`src/core/spm_pkg.sv`:
```
// constants for the byte-wide serial peripheral port: register map, fields, resets, rates
// assumes an AXI4-Lite register bus with 32-bit data and a 100 MHz core clock as oscillator
//
// Behaviour
// - slave shifts only while select held low
// - slave mode: control bit0 reads select pin
// - done flag bit7 set after every byte
// - done flag cleared by zero write or data read
// - data write while busy sets sticky collision bit6
// - bit5 gives pins to this port or two-wire
// - bit4 selects master with clock output
// - bit3 sets serial clock idle level
// - bit2 chooses leading or trailing launch edge
// - master rate: /4, /8, /32, /64
// - data register: write sends, read receives, resets zero
// - master write emits exactly eight clock periods
// - master drives one bit, samples one, per period
// - master eighth clock: flag, latch received byte
// - master ignores the select input
// - slave write prepares byte; shifts on external clock
// - slave completes on eighth clock or select rising
// - eight bits, most significant first
// - launch on one edge, sample on other
package spm_pkg;

	// printed offsets are not word multiples, so they are indices; byte address is four times
	localparam logic [7:0] SPM_DATA_INDEX = 8'hF7;
	localparam logic [7:0] SPM_CTRL_INDEX = 8'hF8;
	localparam logic [9:0] SPM_DATA_ADDR = {SPM_DATA_INDEX, 2'h0};
	localparam logic [9:0] SPM_CTRL_ADDR = {SPM_CTRL_INDEX, 2'h0};

	localparam int SPM_BIT_DONE = 7;
	localparam int SPM_BIT_WRITE_COLLISION_FLAG = 6;
	localparam int SPM_BIT_PEN = 5;
	localparam int SPM_BIT_MST = 4;
	localparam int SPM_BIT_CLOCK_IDLE_LEVEL = 3;
	localparam int SPM_BIT_CLOCK_LAUNCH_PHASE = 2;
	localparam int SPM_BIT_RATE_HI = 1;
	localparam int SPM_BIT_RATE_LO = 0;

	localparam logic [7:0] SPM_CTRL_RESET = 8'h00;
	localparam logic [7:0] SPM_DATA_RESET = 8'h00;

	// oscillator divisors per rate code; the serial clock toggles every half of them
	localparam logic [6:0] SPM_DIV_4 = 7'h04;
	localparam logic [6:0] SPM_DIV_8 = 7'h08;
	localparam logic [6:0] SPM_DIV_32 = 7'h20;
	localparam logic [6:0] SPM_DIV_64 = 7'h40;

	localparam logic [3:0] SPM_LAST_BIT = 4'h7;
	localparam logic [4:0] SPM_LAST_HALF = 5'h0F;
	localparam logic [3:0] SPM_BURST_CLOCKS = 4'h8;

	localparam logic [1:0] SPM_RESP_OKAY = 2'h0;
	localparam logic [1:0] SPM_RESP_SLVERR = 2'h2;

	typedef enum logic [1:0]
	{
		SPM_IDLE = 2'h0,
		SPM_RUN = 2'h1,
		SPM_WAIT_SS = 2'h3
	} spm_state_type;

endpackage

```
`src/core/spm_serial_port.sv`:
```
// byte-wide full-duplex serial port, master or slave, with AXI4-Lite control and data registers
// assumes pins arrive asynchronously; the chip pad logic resolves the enables into wire levels
`timescale 1ns/100ps
`default_nettype none

module spm_serial_port
	import spm_pkg::*;
#(
	parameter int ADDR_W = 12
)
(
	input wire logic clk_sys,
	input wire logic rst_n,
	input wire logic clkEn,
	input wire logic [ADDR_W-1:0] s_axi_awaddr,
	input wire logic s_axi_awvalid,
	output logic s_axi_awready,
	input wire logic [31:0] s_axi_wdata,
	input wire logic [3:0] s_axi_wstrb,
	input wire logic s_axi_wvalid,
	output logic s_axi_wready,
	output logic [1:0] s_axi_bresp,
	output logic s_axi_bvalid,
	input wire logic s_axi_bready,
	input wire logic [ADDR_W-1:0] s_axi_araddr,
	input wire logic s_axi_arvalid,
	output logic s_axi_arready,
	output logic [31:0] s_axi_rdata,
	output logic [1:0] s_axi_rresp,
	output logic s_axi_rvalid,
	input wire logic s_axi_rready,
	input wire logic sclkIn,
	output logic sclkOut,
	output logic sclkOe,
	input wire logic mosiIn,
	output logic mosiOut,
	output logic mosiOe,
	input wire logic misoIn,
	output logic misoOut,
	output logic misoOe,
	input wire logic slaveSelN,
	output logic portEnable,
	output logic transferDone
);

	if (ADDR_W < 10 || ADDR_W > 32)
	begin : addr_check
		$error("ADDR_W must hold the register byte addresses");
	end

	function automatic logic hitAddr(input logic [ADDR_W-1:0] addr, input logic [9:0] target);
		hitAddr = (addr[ADDR_W-1:2] == (ADDR_W-2)'(target[9:2]));
	endfunction

	// control fields
	logic portEnQ, masterQ, cpolQ, cphaQ;
	logic [1:0] rateQ;
	logic doneFlagQ, doneFlagD, wcolQ, wcolD;
	logic [7:0] txHoldQ, rxDataQ;

	// bus slave state
	logic awHeldQ, wHeldQ, bvalidQ, rvalidQ;
	logic [ADDR_W-1:0] awAddrQ;
	logic [7:0] wDataQ;
	logic wLane0Q;
	logic [1:0] brespQ, rrespQ;
	logic [7:0] rdataQ;

	// pin synchronisers: sclk, select, mosi, miso
	logic [3:0] pinRaw, metaQ, syncQ;
	logic sclkPrevQ, ssPrevQ;

	// shift engine
	spm_state_type stateQ, stateD;
	logic [3:0] bitCntQ, bitCntD;
	logic [7:0] txShQ, txShD, rxShQ, rxShD;
	logic outBitQ, outBitD;
	logic sclkGenQ, sclkGenD;
	logic [5:0] halfCntQ, halfCntD;
	logic [4:0] halfNumQ, halfNumD;
	logic [3:0] leadCntQ;
	logic [1:0] mSampDlyQ, mEndDlyQ;

	assign pinRaw = {sclkIn, slaveSelN, mosiIn, misoIn};

	for (genvar i = 0; i < 4; i++)
	begin : pin_sync
		always_ff @(posedge clk_sys)
		begin
			if (!rst_n)
			begin
				// select rests high; a low reset value would look like a select edge
				metaQ[i] <= (i == 2);
				syncQ[i] <= (i == 2);
			end
			else if (clkEn)
			begin
				metaQ[i] <= pinRaw[i];
				syncQ[i] <= metaQ[i];
			end
		end
	end

	wire sclkSync = syncQ[3];
	wire ssSync = syncQ[2];
	wire mosiSync = syncQ[1];
	wire misoSync = syncQ[0];

	// write channel: address and data caught in either order, answered after both
	assign s_axi_awready = ~awHeldQ & ~bvalidQ;
	assign s_axi_wready = ~wHeldQ & ~bvalidQ;
	assign s_axi_arready = ~rvalidQ;
	wire doWrite = awHeldQ & wHeldQ & ~bvalidQ;
	wire doRead = s_axi_arvalid & ~rvalidQ;
	wire wHitData = hitAddr(awAddrQ, SPM_DATA_ADDR);
	wire wHitCtrl = hitAddr(awAddrQ, SPM_CTRL_ADDR);
	wire rHitData = hitAddr(s_axi_araddr, SPM_DATA_ADDR);
	wire rHitCtrl = hitAddr(s_axi_araddr, SPM_CTRL_ADDR);
	wire wrData = doWrite & wHitData & wLane0Q;
	wire wrCtrl = doWrite & wHitCtrl & wLane0Q;
	wire rdData = clkEn & doRead & rHitData;

	always_ff @(posedge clk_sys)
	begin
		if (!rst_n)
		begin
			awHeldQ <= 1'b0;
			wHeldQ <= 1'b0;
			bvalidQ <= 1'b0;
			awAddrQ <= '0;
			wDataQ <= 8'h00;
			wLane0Q <= 1'b0;
			brespQ <= SPM_RESP_OKAY;
		end
		else if (clkEn)
		begin
			if (s_axi_awvalid && s_axi_awready)
			begin
				awHeldQ <= 1'b1;
				awAddrQ <= s_axi_awaddr;
			end
			if (s_axi_wvalid && s_axi_wready)
			begin
				wHeldQ <= 1'b1;
				wDataQ <= s_axi_wdata[7:0];
				wLane0Q <= s_axi_wstrb[0];
			end
			if (doWrite)
			begin
				awHeldQ <= 1'b0;
				wHeldQ <= 1'b0;
				bvalidQ <= 1'b1;
				brespQ <= (wHitData | wHitCtrl) ? SPM_RESP_OKAY : SPM_RESP_SLVERR;
			end
			else if (bvalidQ && s_axi_bready)
				bvalidQ <= 1'b0;
		end
	end

	// bit0 reports the select pin while in slave role
	wire [7:0] ctrlView = {doneFlagQ, wcolQ, portEnQ, masterQ, cpolQ, cphaQ, rateQ[1],
		(portEnQ & ~masterQ) ? ssSync : rateQ[0]};
	wire [7:0] readMux = rHitData ? rxDataQ : (rHitCtrl ? ctrlView : 8'h00);

	always_ff @(posedge clk_sys)
	begin
		if (!rst_n)
		begin
			rvalidQ <= 1'b0;
			rdataQ <= 8'h00;
			rrespQ <= SPM_RESP_OKAY;
		end
		else if (clkEn)
		begin
			if (doRead)
			begin
				rvalidQ <= 1'b1;
				rdataQ <= readMux;
				rrespQ <= (rHitData | rHitCtrl) ? SPM_RESP_OKAY : SPM_RESP_SLVERR;
			end
			else if (rvalidQ && s_axi_rready)
				rvalidQ <= 1'b0;
		end
	end

	assign s_axi_bvalid = bvalidQ;
	assign s_axi_bresp = brespQ;
	assign s_axi_rvalid = rvalidQ;
	assign s_axi_rdata = {24'h000000, rdataQ};
	assign s_axi_rresp = rrespQ;

	// engine event decode
	wire busy = (stateQ != SPM_IDLE);
	wire slaveMode = portEnQ & ~masterQ;
	wire masterMode = portEnQ & masterQ;
	wire slaveSel = slaveMode & ~ssSync;
	wire sclkRise = sclkSync & ~sclkPrevQ;
	wire sclkFall = ~sclkSync & sclkPrevQ;
	wire ssRise = ssSync & ~ssPrevQ;
	wire sLead = slaveSel & (cpolQ ? sclkFall : sclkRise);
	wire sTrail = slaveSel & (cpolQ ? sclkRise : sclkFall);

	wire [6:0] divSel = (rateQ == 2'h0) ? SPM_DIV_4 : (rateQ == 2'h1) ? SPM_DIV_8 :
		(rateQ == 2'h2) ? SPM_DIV_32 : SPM_DIV_64;
	wire [5:0] halfLim = divSel[6:1];
	wire halfTick = masterMode & (stateQ == SPM_RUN) & (halfCntQ == halfLim - 6'h01);
	wire mLead = halfTick & (sclkGenQ == cpolQ);
	wire mTrail = halfTick & (sclkGenQ != cpolQ);

	wire leadEv = masterMode ? mLead : sLead;
	wire trailEv = masterMode ? mTrail : sTrail;
	wire sampleEv = cphaQ ? trailEv : leadEv;
	wire launchEv = cphaQ ? leadEv : trailEv;
	wire inBit = masterQ ? misoSync : mosiSync;
	wire lastSample = sampleEv & (bitCntQ == SPM_LAST_BIT);

	wire masterStart = wrData & ~busy & masterMode;
	// miso reaches the engine two flops late, so master capture and completion trail the clock
	wire masterLastTick = halfTick & (halfNumQ == SPM_LAST_HALF);
	wire mSampleNow = masterMode & (cphaQ ? mTrail : mLead);
	wire masterDone = mEndDlyQ[1] & masterMode & (stateQ == SPM_WAIT_SS);
	wire rxShift = masterMode ? mSampDlyQ[1] : sampleEv;
	wire slaveDone = slaveMode & ((cphaQ & lastSample) | ((stateQ == SPM_WAIT_SS) & ssRise));
	wire byteDone = masterDone | slaveDone;
	wire slaveAbort = slaveMode & ssRise & (stateQ == SPM_RUN);

	always_comb
	begin
		stateD = stateQ;
		bitCntD = bitCntQ;
		txShD = txShQ;
		rxShD = rxShQ;
		outBitD = outBitQ;
		sclkGenD = sclkGenQ;
		halfCntD = halfCntQ;
		halfNumD = halfNumQ;
		if (masterStart)
		begin
			stateD = SPM_RUN;
			bitCntD = 4'h0;
			halfCntD = 6'h00;
			halfNumD = 5'h00;
			sclkGenD = cpolQ;
			outBitD = cphaQ ? outBitQ : wDataQ[7];
			txShD = cphaQ ? wDataQ : {wDataQ[6:0], 1'b0};
		end
		else if (!portEnQ || slaveAbort)
		begin
			stateD = SPM_IDLE;
			bitCntD = 4'h0;
			sclkGenD = cpolQ;
		end
		else
		begin
			// an idle clock follows a changed polarity setting one cycle later
			if (!busy)
				sclkGenD = cpolQ;
			if (masterMode && stateQ == SPM_RUN)
			begin
				halfCntD = halfTick ? 6'h00 : halfCntQ + 6'h01;
				if (halfTick)
				begin
					sclkGenD = ~sclkGenQ;
					halfNumD = halfNumQ + 5'h01;
				end
				if (masterLastTick)
					stateD = SPM_WAIT_SS;
			end
			if (launchEv)
			begin
				outBitD = txShQ[7];
				txShD = {txShQ[6:0], 1'b0};
			end
			if (rxShift)
				rxShD = {rxShQ[6:0], inBit};
			if (sampleEv)
				bitCntD = bitCntQ + 4'h1;
			if (slaveMode && stateQ == SPM_IDLE && leadEv)
				stateD = SPM_RUN;
			if (slaveMode && lastSample && !cphaQ)
				stateD = SPM_WAIT_SS;
			if (byteDone)
			begin
				stateD = SPM_IDLE;
				bitCntD = 4'h0;
			end
			// a fresh slave byte is staged only between bytes, so a colliding write cannot tear it
			if (slaveMode && stateD == SPM_IDLE && !leadEv)
			begin
				txShD = cphaQ ? txHoldQ : {txHoldQ[6:0], 1'b0};
				outBitD = cphaQ ? outBitQ : txHoldQ[7];
			end
		end
	end

	always_ff @(posedge clk_sys)
	begin
		if (!rst_n)
		begin
			stateQ <= SPM_IDLE;
			bitCntQ <= 4'h0;
			txShQ <= 8'h00;
			rxShQ <= 8'h00;
			outBitQ <= 1'b0;
			sclkGenQ <= 1'b0;
			halfCntQ <= 6'h00;
			halfNumQ <= 5'h00;
			sclkPrevQ <= 1'b0;
			ssPrevQ <= 1'b1;
			mSampDlyQ <= 2'h0;
			mEndDlyQ <= 2'h0;
		end
		else if (clkEn)
		begin
			stateQ <= stateD;
			bitCntQ <= bitCntD;
			txShQ <= txShD;
			rxShQ <= rxShD;
			outBitQ <= outBitD;
			sclkGenQ <= sclkGenD;
			halfCntQ <= halfCntD;
			halfNumQ <= halfNumD;
			sclkPrevQ <= sclkSync;
			ssPrevQ <= ssSync;
			mSampDlyQ <= {mSampDlyQ[0], mSampleNow};
			mEndDlyQ <= {mEndDlyQ[0], masterLastTick};
		end
	end

	// flags: a hardware set in the same cycle as a software clear wins
	wire doneClr = (wrCtrl & ~wDataQ[SPM_BIT_DONE]) | rdData;
	wire wcolClr = wrCtrl & ~wDataQ[SPM_BIT_WRITE_COLLISION_FLAG];
	wire wcolSet = wrData & busy;
	assign doneFlagD = byteDone | (doneFlagQ & ~doneClr);
	assign wcolD = wcolSet | (wcolQ & ~wcolClr);

	always_ff @(posedge clk_sys)
	begin
		if (!rst_n)
		begin
			{doneFlagQ, wcolQ, portEnQ, masterQ, cpolQ, cphaQ, rateQ} <= SPM_CTRL_RESET;
			txHoldQ <= SPM_DATA_RESET;
			rxDataQ <= SPM_DATA_RESET;
		end
		else if (clkEn)
		begin
			doneFlagQ <= doneFlagD;
			wcolQ <= wcolD;
			if (wrCtrl)
			begin
				portEnQ <= wDataQ[SPM_BIT_PEN];
				masterQ <= wDataQ[SPM_BIT_MST];
				cpolQ <= wDataQ[SPM_BIT_CLOCK_IDLE_LEVEL];
				cphaQ <= wDataQ[SPM_BIT_CLOCK_LAUNCH_PHASE];
				rateQ <= wDataQ[SPM_BIT_RATE_HI:SPM_BIT_RATE_LO];
			end
			if (wrData && !busy)
				txHoldQ <= wDataQ;
			if (byteDone)
				rxDataQ <= rxShD;
		end
	end

	// pin drive: master owns clock and mosi, a selected slave owns miso
	assign portEnable = portEnQ;
	assign sclkOut = sclkGenQ;
	assign sclkOe = masterMode;
	assign mosiOut = outBitQ;
	assign mosiOe = masterMode;
	assign misoOut = outBitQ;
	assign misoOe = slaveSel;
	assign transferDone = doneFlagQ;

	// assertion helpers
	always_ff @(posedge clk_sys)
	begin
		if (!rst_n)
			leadCntQ <= 4'h0;
		else if (clkEn)
			leadCntQ <= masterStart ? 4'h0 : (mLead ? leadCntQ + 4'h1 : leadCntQ);
	end
endmodule

`default_nettype wire

```
`config.mk`:
```
export PLATFORM = sky130hd
export DESIGN_NAME = spm_serial_port
export DESIGN_NICKNAME = d
export VERILOG_FILES = /design/src/core/spm_pkg.sv /design/src/core/spm_serial_port.sv
export SDC_FILE = /design/constraint.sdc
export NUM_CORES = 1
export LEC_CHECK = 0
export BUFFER_PORTS_ARGS = -buffer_cell sky130_fd_sc_hd__clkbuf_2
export CAP_MARGIN = 30
export CORE_AREA = 10 10 108 134
export DETAILED_ROUTE_END_ITERATION = 8
export DIE_AREA = 0 0 118 144
export PLACE_DENSITY = 0.67
export SLEW_MARGIN = 25
export SYNTH_ARGS = -nofsm -noshare
export SYNTH_HDL_FRONTEND = slang
export SYNTH_SLANG_ARGS = --single-unit
```
`constraint.sdc`:
```
create_clock -name clk_sys -period 3.56 [get_ports clk_sys]
set_input_delay 0.534 -clock clk_sys [delete_from_list [all_inputs] [get_ports clk_sys]]
set_output_delay 0.534 -clock clk_sys [all_outputs]
set_load 0.005 [all_outputs]
```
# Word level (Yosys, flattened, before mapping)
# Index checks and enable logic that the tools add are counted.
# classes
add_sub_neg	4
eq_ne	16
mux	66
bitwise	62
reduce_logical	45
# op_table
cell	count
2-to-1 mux 8 bit	11
AND 1 bit	40
equality test 10 x 8 -> 1 bit, second input constant	4
2-to-1 mux 1 bit	29
2-to-1 mux 6 bit	4
AND reduction 2 bit	12
2-to-1 mux 2 bit	11
2-to-1 mux 7 bit	3
2-to-1 mux 5 bit	4
2-to-1 mux 4 bit	4
NOT 1 bit	15
nonzero test 2 bit	7
logical AND 1 bit	12
OR 1 bit	7
adder 6 x 1 -> 6 bit, second input constant	1
equality test 6 bit	1
zero test 2 bit	3
AND reduction 3 bit	2
subtractor 6 x 1 -> 6 bit, second input constant	1
adder 5 x 1 -> 5 bit, second input constant	1
equality test 5 x 4 -> 1 bit, second input constant	1
AND reduction 5 bit	1
adder 4 x 1 -> 4 bit, second input constant	1
equality test 2 x 1 -> 1 bit, second input constant	2
other kinds (11)	16
# totals
ff_bits	110
inputBits	72
out_inout_bits	49
wordCells	232

# Longest topological paths before layout
# depth
depth_word	24
ltp_mapped	11
ltp_nobuf	9

# Worst setup path before layout
# No wires, ideal clock.
# synth_path
path_kind	register to register
from	register rateQ[0]
to	register outBitQ, in the netlist misoOut
setup_time_ns	0.072
arrival_time_ns	2.758
required_ns	3.488
setup_slack_ns	0.731
stages_incl_launch_ff	11
n_path_buf	1
synth_period_minus_slack_ns	2.829
path_cell_list	dfxtp_1 -> or2_2 -> ha_1 -> xnor2_1 -> nor4_1 -> nand3_1 -> a31oi_1 -> o31a_1 -> buf_4 -> a21boi_1 -> mux2i_1
# synth_via
elab_chain_cells	24
elab_cells_between_ends	41
cone_classes	add/sub: 1; eq/ne: 4; mux: 17; bitwise: 9; reduce/logical: 10
# synth_lines
item	line	rtl
start: declaration	spm_serial_port.sv:57	logic [1:0] rateQ;
start signal: assignment	spm_serial_port.sv:355	rateQ <= wDataQ[SPM_BIT_RATE_HI:SPM_BIT_RATE_LO];
equality test 2 bit	spm_serial_port.sv:204	(rateQ == 2'h2) ? SPM_DIV_32 : SPM_DIV_64;
2-to-1 mux 7 bit	spm_serial_port.sv:204	
2-to-1 mux 7 bit	spm_serial_port.sv:203	wire [6:0] divSel = (rateQ == 2'h0) ? SPM_DIV_4 : (rateQ == 2'h1) ? SPM_DIV_8 :
2-to-1 mux 7 bit *	spm_serial_port.sv:203	
subtractor 6 x 1 -> 6 bit *	spm_serial_port.sv:206	wire halfTick = masterMode & (stateQ == SPM_RUN) & (halfCntQ == halfLim - 6'h01);
equality test 6 bit *	spm_serial_port.sv:206	
AND 1 bit *	spm_serial_port.sv:206	
AND 1 bit (on tied branches)	spm_serial_port.sv:207, spm_serial_port.sv:208	
[... 7 more ...]	n/a	
2-to-1 mux 2 bit	spm_serial_port.sv:282	if (byteDone)
2-to-1 mux 2 bit	spm_serial_port.sv:247	else if (!portEnQ || slaveAbort)
2-to-1 mux 2 bit	spm_serial_port.sv:237	if (masterStart)
zero test 2 bit	spm_serial_port.sv:288	if (slaveMode && stateD == SPM_IDLE && !leadEv)
logical AND 1 bit (2 in a row)	spm_serial_port.sv:288	
2-to-1 mux 1 bit	spm_serial_port.sv:288	
2-to-1 mux 1 bit	spm_serial_port.sv:247	
2-to-1 mux 1 bit	spm_serial_port.sv:237	
end signal: assignment	spm_serial_port.sv:319	outBitQ <= outBitD;
end: declaration	spm_serial_port.sv:77	logic outBitQ, outBitD;
# Mark *: on every way between the ends. The rest lies on a longest branch, timed or not. The select of a mux whose other input is x is not followed.
# A chain may end at the register's enable or synchronous reset.

# Final worst setup path
# layout_path
from	register rateQ[1]
to	register rxDataQ[6]
# layout_via
elab_chain_cells	16
elab_cells_between_ends	24
cone_classes	add/sub: 1; eq/ne: 3; mux: 10; bitwise: 8; reduce/logical: 2
# layout_lines
item	line	rtl
equality test 2 bit	spm_serial_port.sv:204	
2-to-1 mux 7 bit	spm_serial_port.sv:204	
2-to-1 mux 7 bit	spm_serial_port.sv:203	
2-to-1 mux 7 bit *	spm_serial_port.sv:203	
subtractor 6 x 1 -> 6 bit *	spm_serial_port.sv:206	
equality test 6 bit *	spm_serial_port.sv:206	
AND 1 bit *	spm_serial_port.sv:206	
AND 1 bit (on tied branches)	spm_serial_port.sv:207, spm_serial_port.sv:208	
2-to-1 mux 1 bit (on tied branches)	spm_serial_port.sv:210, spm_serial_port.sv:211	
2-to-1 mux 1 bit *	spm_serial_port.sv:212	wire sampleEv = cphaQ ? trailEv : leadEv;
AND 1 bit	spm_serial_port.sv:215	wire lastSample = sampleEv & (bitCntQ == SPM_LAST_BIT);
AND 1 bit	spm_serial_port.sv:223	wire slaveDone = slaveMode & ((cphaQ & lastSample) | ((stateQ == SPM_WAIT_SS) & ssRise));
OR 1 bit	spm_serial_port.sv:223	
AND 1 bit	spm_serial_port.sv:223	
OR 1 bit	spm_serial_port.sv:224	wire byteDone = masterDone | slaveDone;
AND reduction 2 bit (no source line)	n/a	
end signal: assignment	spm_serial_port.sv:360	rxDataQ <= rxShD;
end: declaration	spm_serial_port.sv:59	logic [7:0] txHoldQ, rxDataQ;
# Mark *: on every way between the ends. The rest lies on a longest branch, timed or not.

==> impl_results.rst <==
.. list-table::
   :header-rows: 1

   * - Metric
     - Value
   * - Share of async-settable or async-resettable flops after synthesis
     - 0
   * - Final Slew Violations
     - 0
   * - Post-detailed-route wirelength per cell
     - around 15 µm
   * - RSZ-0062 raised after global routing
     - no
   * - Highest-count cells in the layout ignoring fill and taps
     - 106 x dfxtp_1, 78 x nand2_1, 73 x nor2_1, 63 x clkbuf_2, 58 x mux2i_1
   * - Hold EP
     - awAddrQ[10]
   * - Period Utilization, post-route
     - 0.8519
   * - Main combinational cell family by area after synthesis
     - simple AND/OR/NAND/NOR gates
   * - DPL Wire Length
     - 9.077 mm
   * - Part of the power in registers
     - 0.516
   * - Highest attainable clock frequency
     - around 330 MHz
   * - Sum Neg Setup Slack
     - 0 ns
   * - Endpoint type of the worst setup path
     - flop
   * - Clock sinks
     - 106
   * - Die Width
     - between 100 and 150 µm
   * - Clock buffer depth
     - 2
   * - Wire length of the first global-routing pass
     - ~21 mm
   * - Reg2reg start
     - rateQ[1]
   * - Switching power
     - approximately 0.00056 W
   * - Number of enable-type register cells in the synthesized netlist
     - 0
   * - Number of placed instances with taps included
     - about 800
   * - TritonCTS clock tree
     - yes
   * - Critical Path AT
     - around 3.3 ns
   * - Slew margin rel.
     - 0.4648
   * - Most frequently used flop master after synthesis
     - dfxtp_1
   * - Outcome
     - finished, final reports clean
   * - Worst hold slack after final layout
     - between 0.4 and 0.5 ns
   * - Root Buffer Master
     - clkbuf_16
   * - Resize count post-CTS
     - 0
   * - Total GRT Usage
     - 0.1460
   * - Clock-pin slew on the worst setup and hold paths
     - around 0.070 ns
   * - Fill cell count
     - around 1,200
   * - Cell depth of the worst flop-to-flop path
     - 10
   * - Final net count
     - 728
   * - Post-synthesis cell type count
     - 58
   * - Number of antenna violations at the first check in global routing
     - 0
   * - Capture instance of the worst register-to-register path
     - rxDataQ[6]
   * - Register area
     - around 2100 µm²
   * - Share of the synthesized area in the top cell type
     - 0.4078
   * - Quantity of hold-fixing buffers added after cts
     - 0
   * - Iteration count of the initial detailed-routing pass
     - 5
   * - Max-cap violation count
     - 0
   * - Placer's final routability congestion estimate
     - just over 0.9
   * - Violation count after the first detailed-routing iteration
     - 289
   * - Critical path peak fanout
     - 17
   * - Library cell with the largest summed area after synthesis
     - dfxtp_1
   * - Mapped Avg Cell Area
     - around 8.6 µm²
   * - R2r setup slk
     - 0.53 ns
   * - Overall die area
     - between 15,000 and 20,000 µm²
   * - DRT antenna net count
     - 0
   * - Min Clock Period, post-route
     - about 3 ns
   * - Worst-Skew Late Latency
     - 0.35 ns
   * - Dominant cells by area after synthesis
     - dfxtp_1 41%, mux2i_1 11%, nand2_1 5.6%
   * - Post-synthesis simple-gate area fraction
     - 0.2111
   * - Crit path largest cell delay
     - 0.52 ns
   * - Number of cells traversed by the worst hold path
     - 3
   * - Required time worst endpoint
     - ~3.8 ns
   * - Launching element type of the critical path
     - flop
   * - Layout cell share with drive strength beyond 1
     - 0.1662
   * - Peak VDD IR
     - ~210 µV
   * - Post-CTS setup buffer count
     - 0
   * - Cell area after placement
     - 5537 µm²
   * - Via count of the first global-routing pass
     - around 4,300
   * - Cell area power density
     - around 410 nW/µm²
   * - Leading cell type in the layout, fill and taps excluded
     - dfxtp_1
   * - Via count
     - approximately 4,300
   * - Slowest cell on crit path
     - and2_1
   * - Die span in y
     - ~140 µm
   * - Number of port buffers
     - 63
   * - Mean number of vias per cell
     - about 5.3
   * - Critical Setup Path Class
     - flop to flop
   * - Io pins
     - about 120
   * - Least-Margin Pin Slew
     - between 0.8 and 0.9 ns
   * - Critical hold path startpoint
     - s_axi_awaddr[10]
   * - Remaining global-route overflow
     - 0
   * - Fraction of the mapped netlist area in compound gates
     - 0.1407
   * - Max H-tree Level
     - 3
   * - Starting density of the core
     - 0.4360
   * - Cell area after layout
     - 5851 µm²
   * - Final Hold Viols
     - 0
   * - Count of non-filler cells in the finished layout
     - 820
   * - Clock skew
     - about 0.0046 ns
   * - Share of synthesized area occupied by flip-flops and latches
     - 0.4078
   * - Post-synthesis mux area share
     - 0.1332
   * - Placeable Area
     - roughly 12,000 µm²
   * - Post-route DRC
     - 0
   * - Count of state elements after synthesis
     - approximately 110
   * - Xor/xnor share of the synthesized area
     - 0.02020
   * - Relative contribution of the clock network to total power
     - 0.427
   * - Total clock buffers created by CTS
     - 9
   * - Final wirelength
     - 12.40 mm
   * - Largest net degree at the start of global routing
     - 42
   * - Netlist area before placement
     - ~5200 µm²
   * - Total buffers and inverters traversed by the critical path
     - 1
   * - Switching share of power
     - 0.2353
   * - Final core occ
     - 0.4901
   * - Setup-violating endpoint count in the final report
     - 0
   * - Static leakage
     - about 2.4 nW
   * - Post-synthesis adder-cell area fraction
     - 0.01202
   * - Warnings from Yosys
     - 0
   * - Diodes inserted
     - 0
   * - Cell occurring most often along the worst timing path
     - a21oi_1
   * - Number of rows in the core area
     - 45
   * - Cell chain of the critical path
     - or2_2, ha_1, xnor2_1, nor4_1, buf_4, nand3_1, a21oi_1, and2_1, o21ai_0, a21oi_1
   * - Cells after synthesis
     - 606
   * - Multi-input gate area
     - 2794 µm²
   * - Type of the worst min-delay path
     - input pin to flop
   * - Fraction of power consumed by combinational cells
     - 0.056
   * - Largest delay share family, worst path
     - simple AND/OR/NAND/NOR gates
   * - Internal power of the cells
     - roughly 0.0018 W
   * - Synth-to-layout area growth
     - 12.43%
-- worst max path at each step --
| stage | startpoint | end | slack (ns) | cells past startpoint |
|---|---|---|---|---|
| after floorplan | rateQ[0] | misoOut | 0.73 | 10 |
| after global placement | rateQ[0] | rxDataQ[0] | 0.65 | 10 |
| after detailed placement | rateQ[1] | rxDataQ[0] | 0.63 | 10 |
| after CTS | rateQ[1] | rxDataQ[0] | 0.55 | 10 |
| after global routing | rateQ[0] | rxDataQ[6] | 0.24 | 10 |
| final | rateQ[1] | rxDataQ[6] | 0.53 | 10 |
-- per-layer routing --
layer	GRT usage	part of all wire
met1	0.1726	0.43
met2	0.2485	0.49
met3	0.03666	0.058
met4	0.05997	0.021
met5	0	0
-- metrics by stage --
step	setup WS, ns	power (W)
5_1_grt	0.2393	0.002483
2_1_floorplan	0.7308	0.001356
3_5_place_dp	0.6349	0.001391
6_report	0.5272	0.002382
3_3_place_gp	0.6541	0.001388
4_1_cts	0.5467	0.002412
-- layout make-up --
type,count,share of cell area
inverters,8,0.005133
multi-input cells,453,0.4775
clock buffers,9,0.03849
repair buffers,73,0.06672
well taps,164,0.03507
clock inverters,7,0.01433
flip-flops and latches,106,0.3627
-- flip-flops by register name (all words and copies together), names as in the netlist, 2 cells and up --
register   flops
txShQ          8
halfCntQ       6
mSampDlyQ      2
rxDataQ        8
rdataQ         8
rxShQ          8
halfNumQ       5
metaQ          4
txHoldQ        8
rateQ          2
mEndDlyQ       2
stateQ         2
bitCntQ        4
awAddrQ       10
wDataQ         8
-- synth_stat cells (all sizes together) (8+ instances only) --
cell    count
mux2       10
a22oi      11
inv         8
mux2i      58
nand3       8
or3        12
dfxtp     106
o21ai      16
clkbuf     25
nor2       73
nand2      78
a21oi      42
a211oi      9
buf        39
-- logic make-up (layout without fill, tap and decap cells) --
kind of cell / Yosys count / in the layout
AO/OA/AOI/OAI: 113 / 113
other: 1 / 26
AND/OR/NAND/NOR: 229 / 229
adder cells (fa/ha/maj): 5 / 5
buffers and inverters: 72 / 97
XOR/XNOR: 12 / 12
multiplexers: 68 / 68
flip-flops: 106 / 106
-- power groups by stage --
stage          clock network [W]  logic, W  registers, W
3_5_place_dp                   0  0.000133       0.00126
6_report                 0.00102  0.000134       0.00123
4_1_cts                  0.00105  0.000134       0.00123
3_3_place_gp                   0  0.000131       0.00126
2_1_floorplan                  0  0.000103       0.00125
5_1_grt                  0.00110  0.000153       0.00123
-- tightest hold or removal path: stages --
cell and delay (ns):
clkbuf_2 0.08, nand2_1 0.04, a21oi_1 0.05
(Power assumes the default switching activity.)
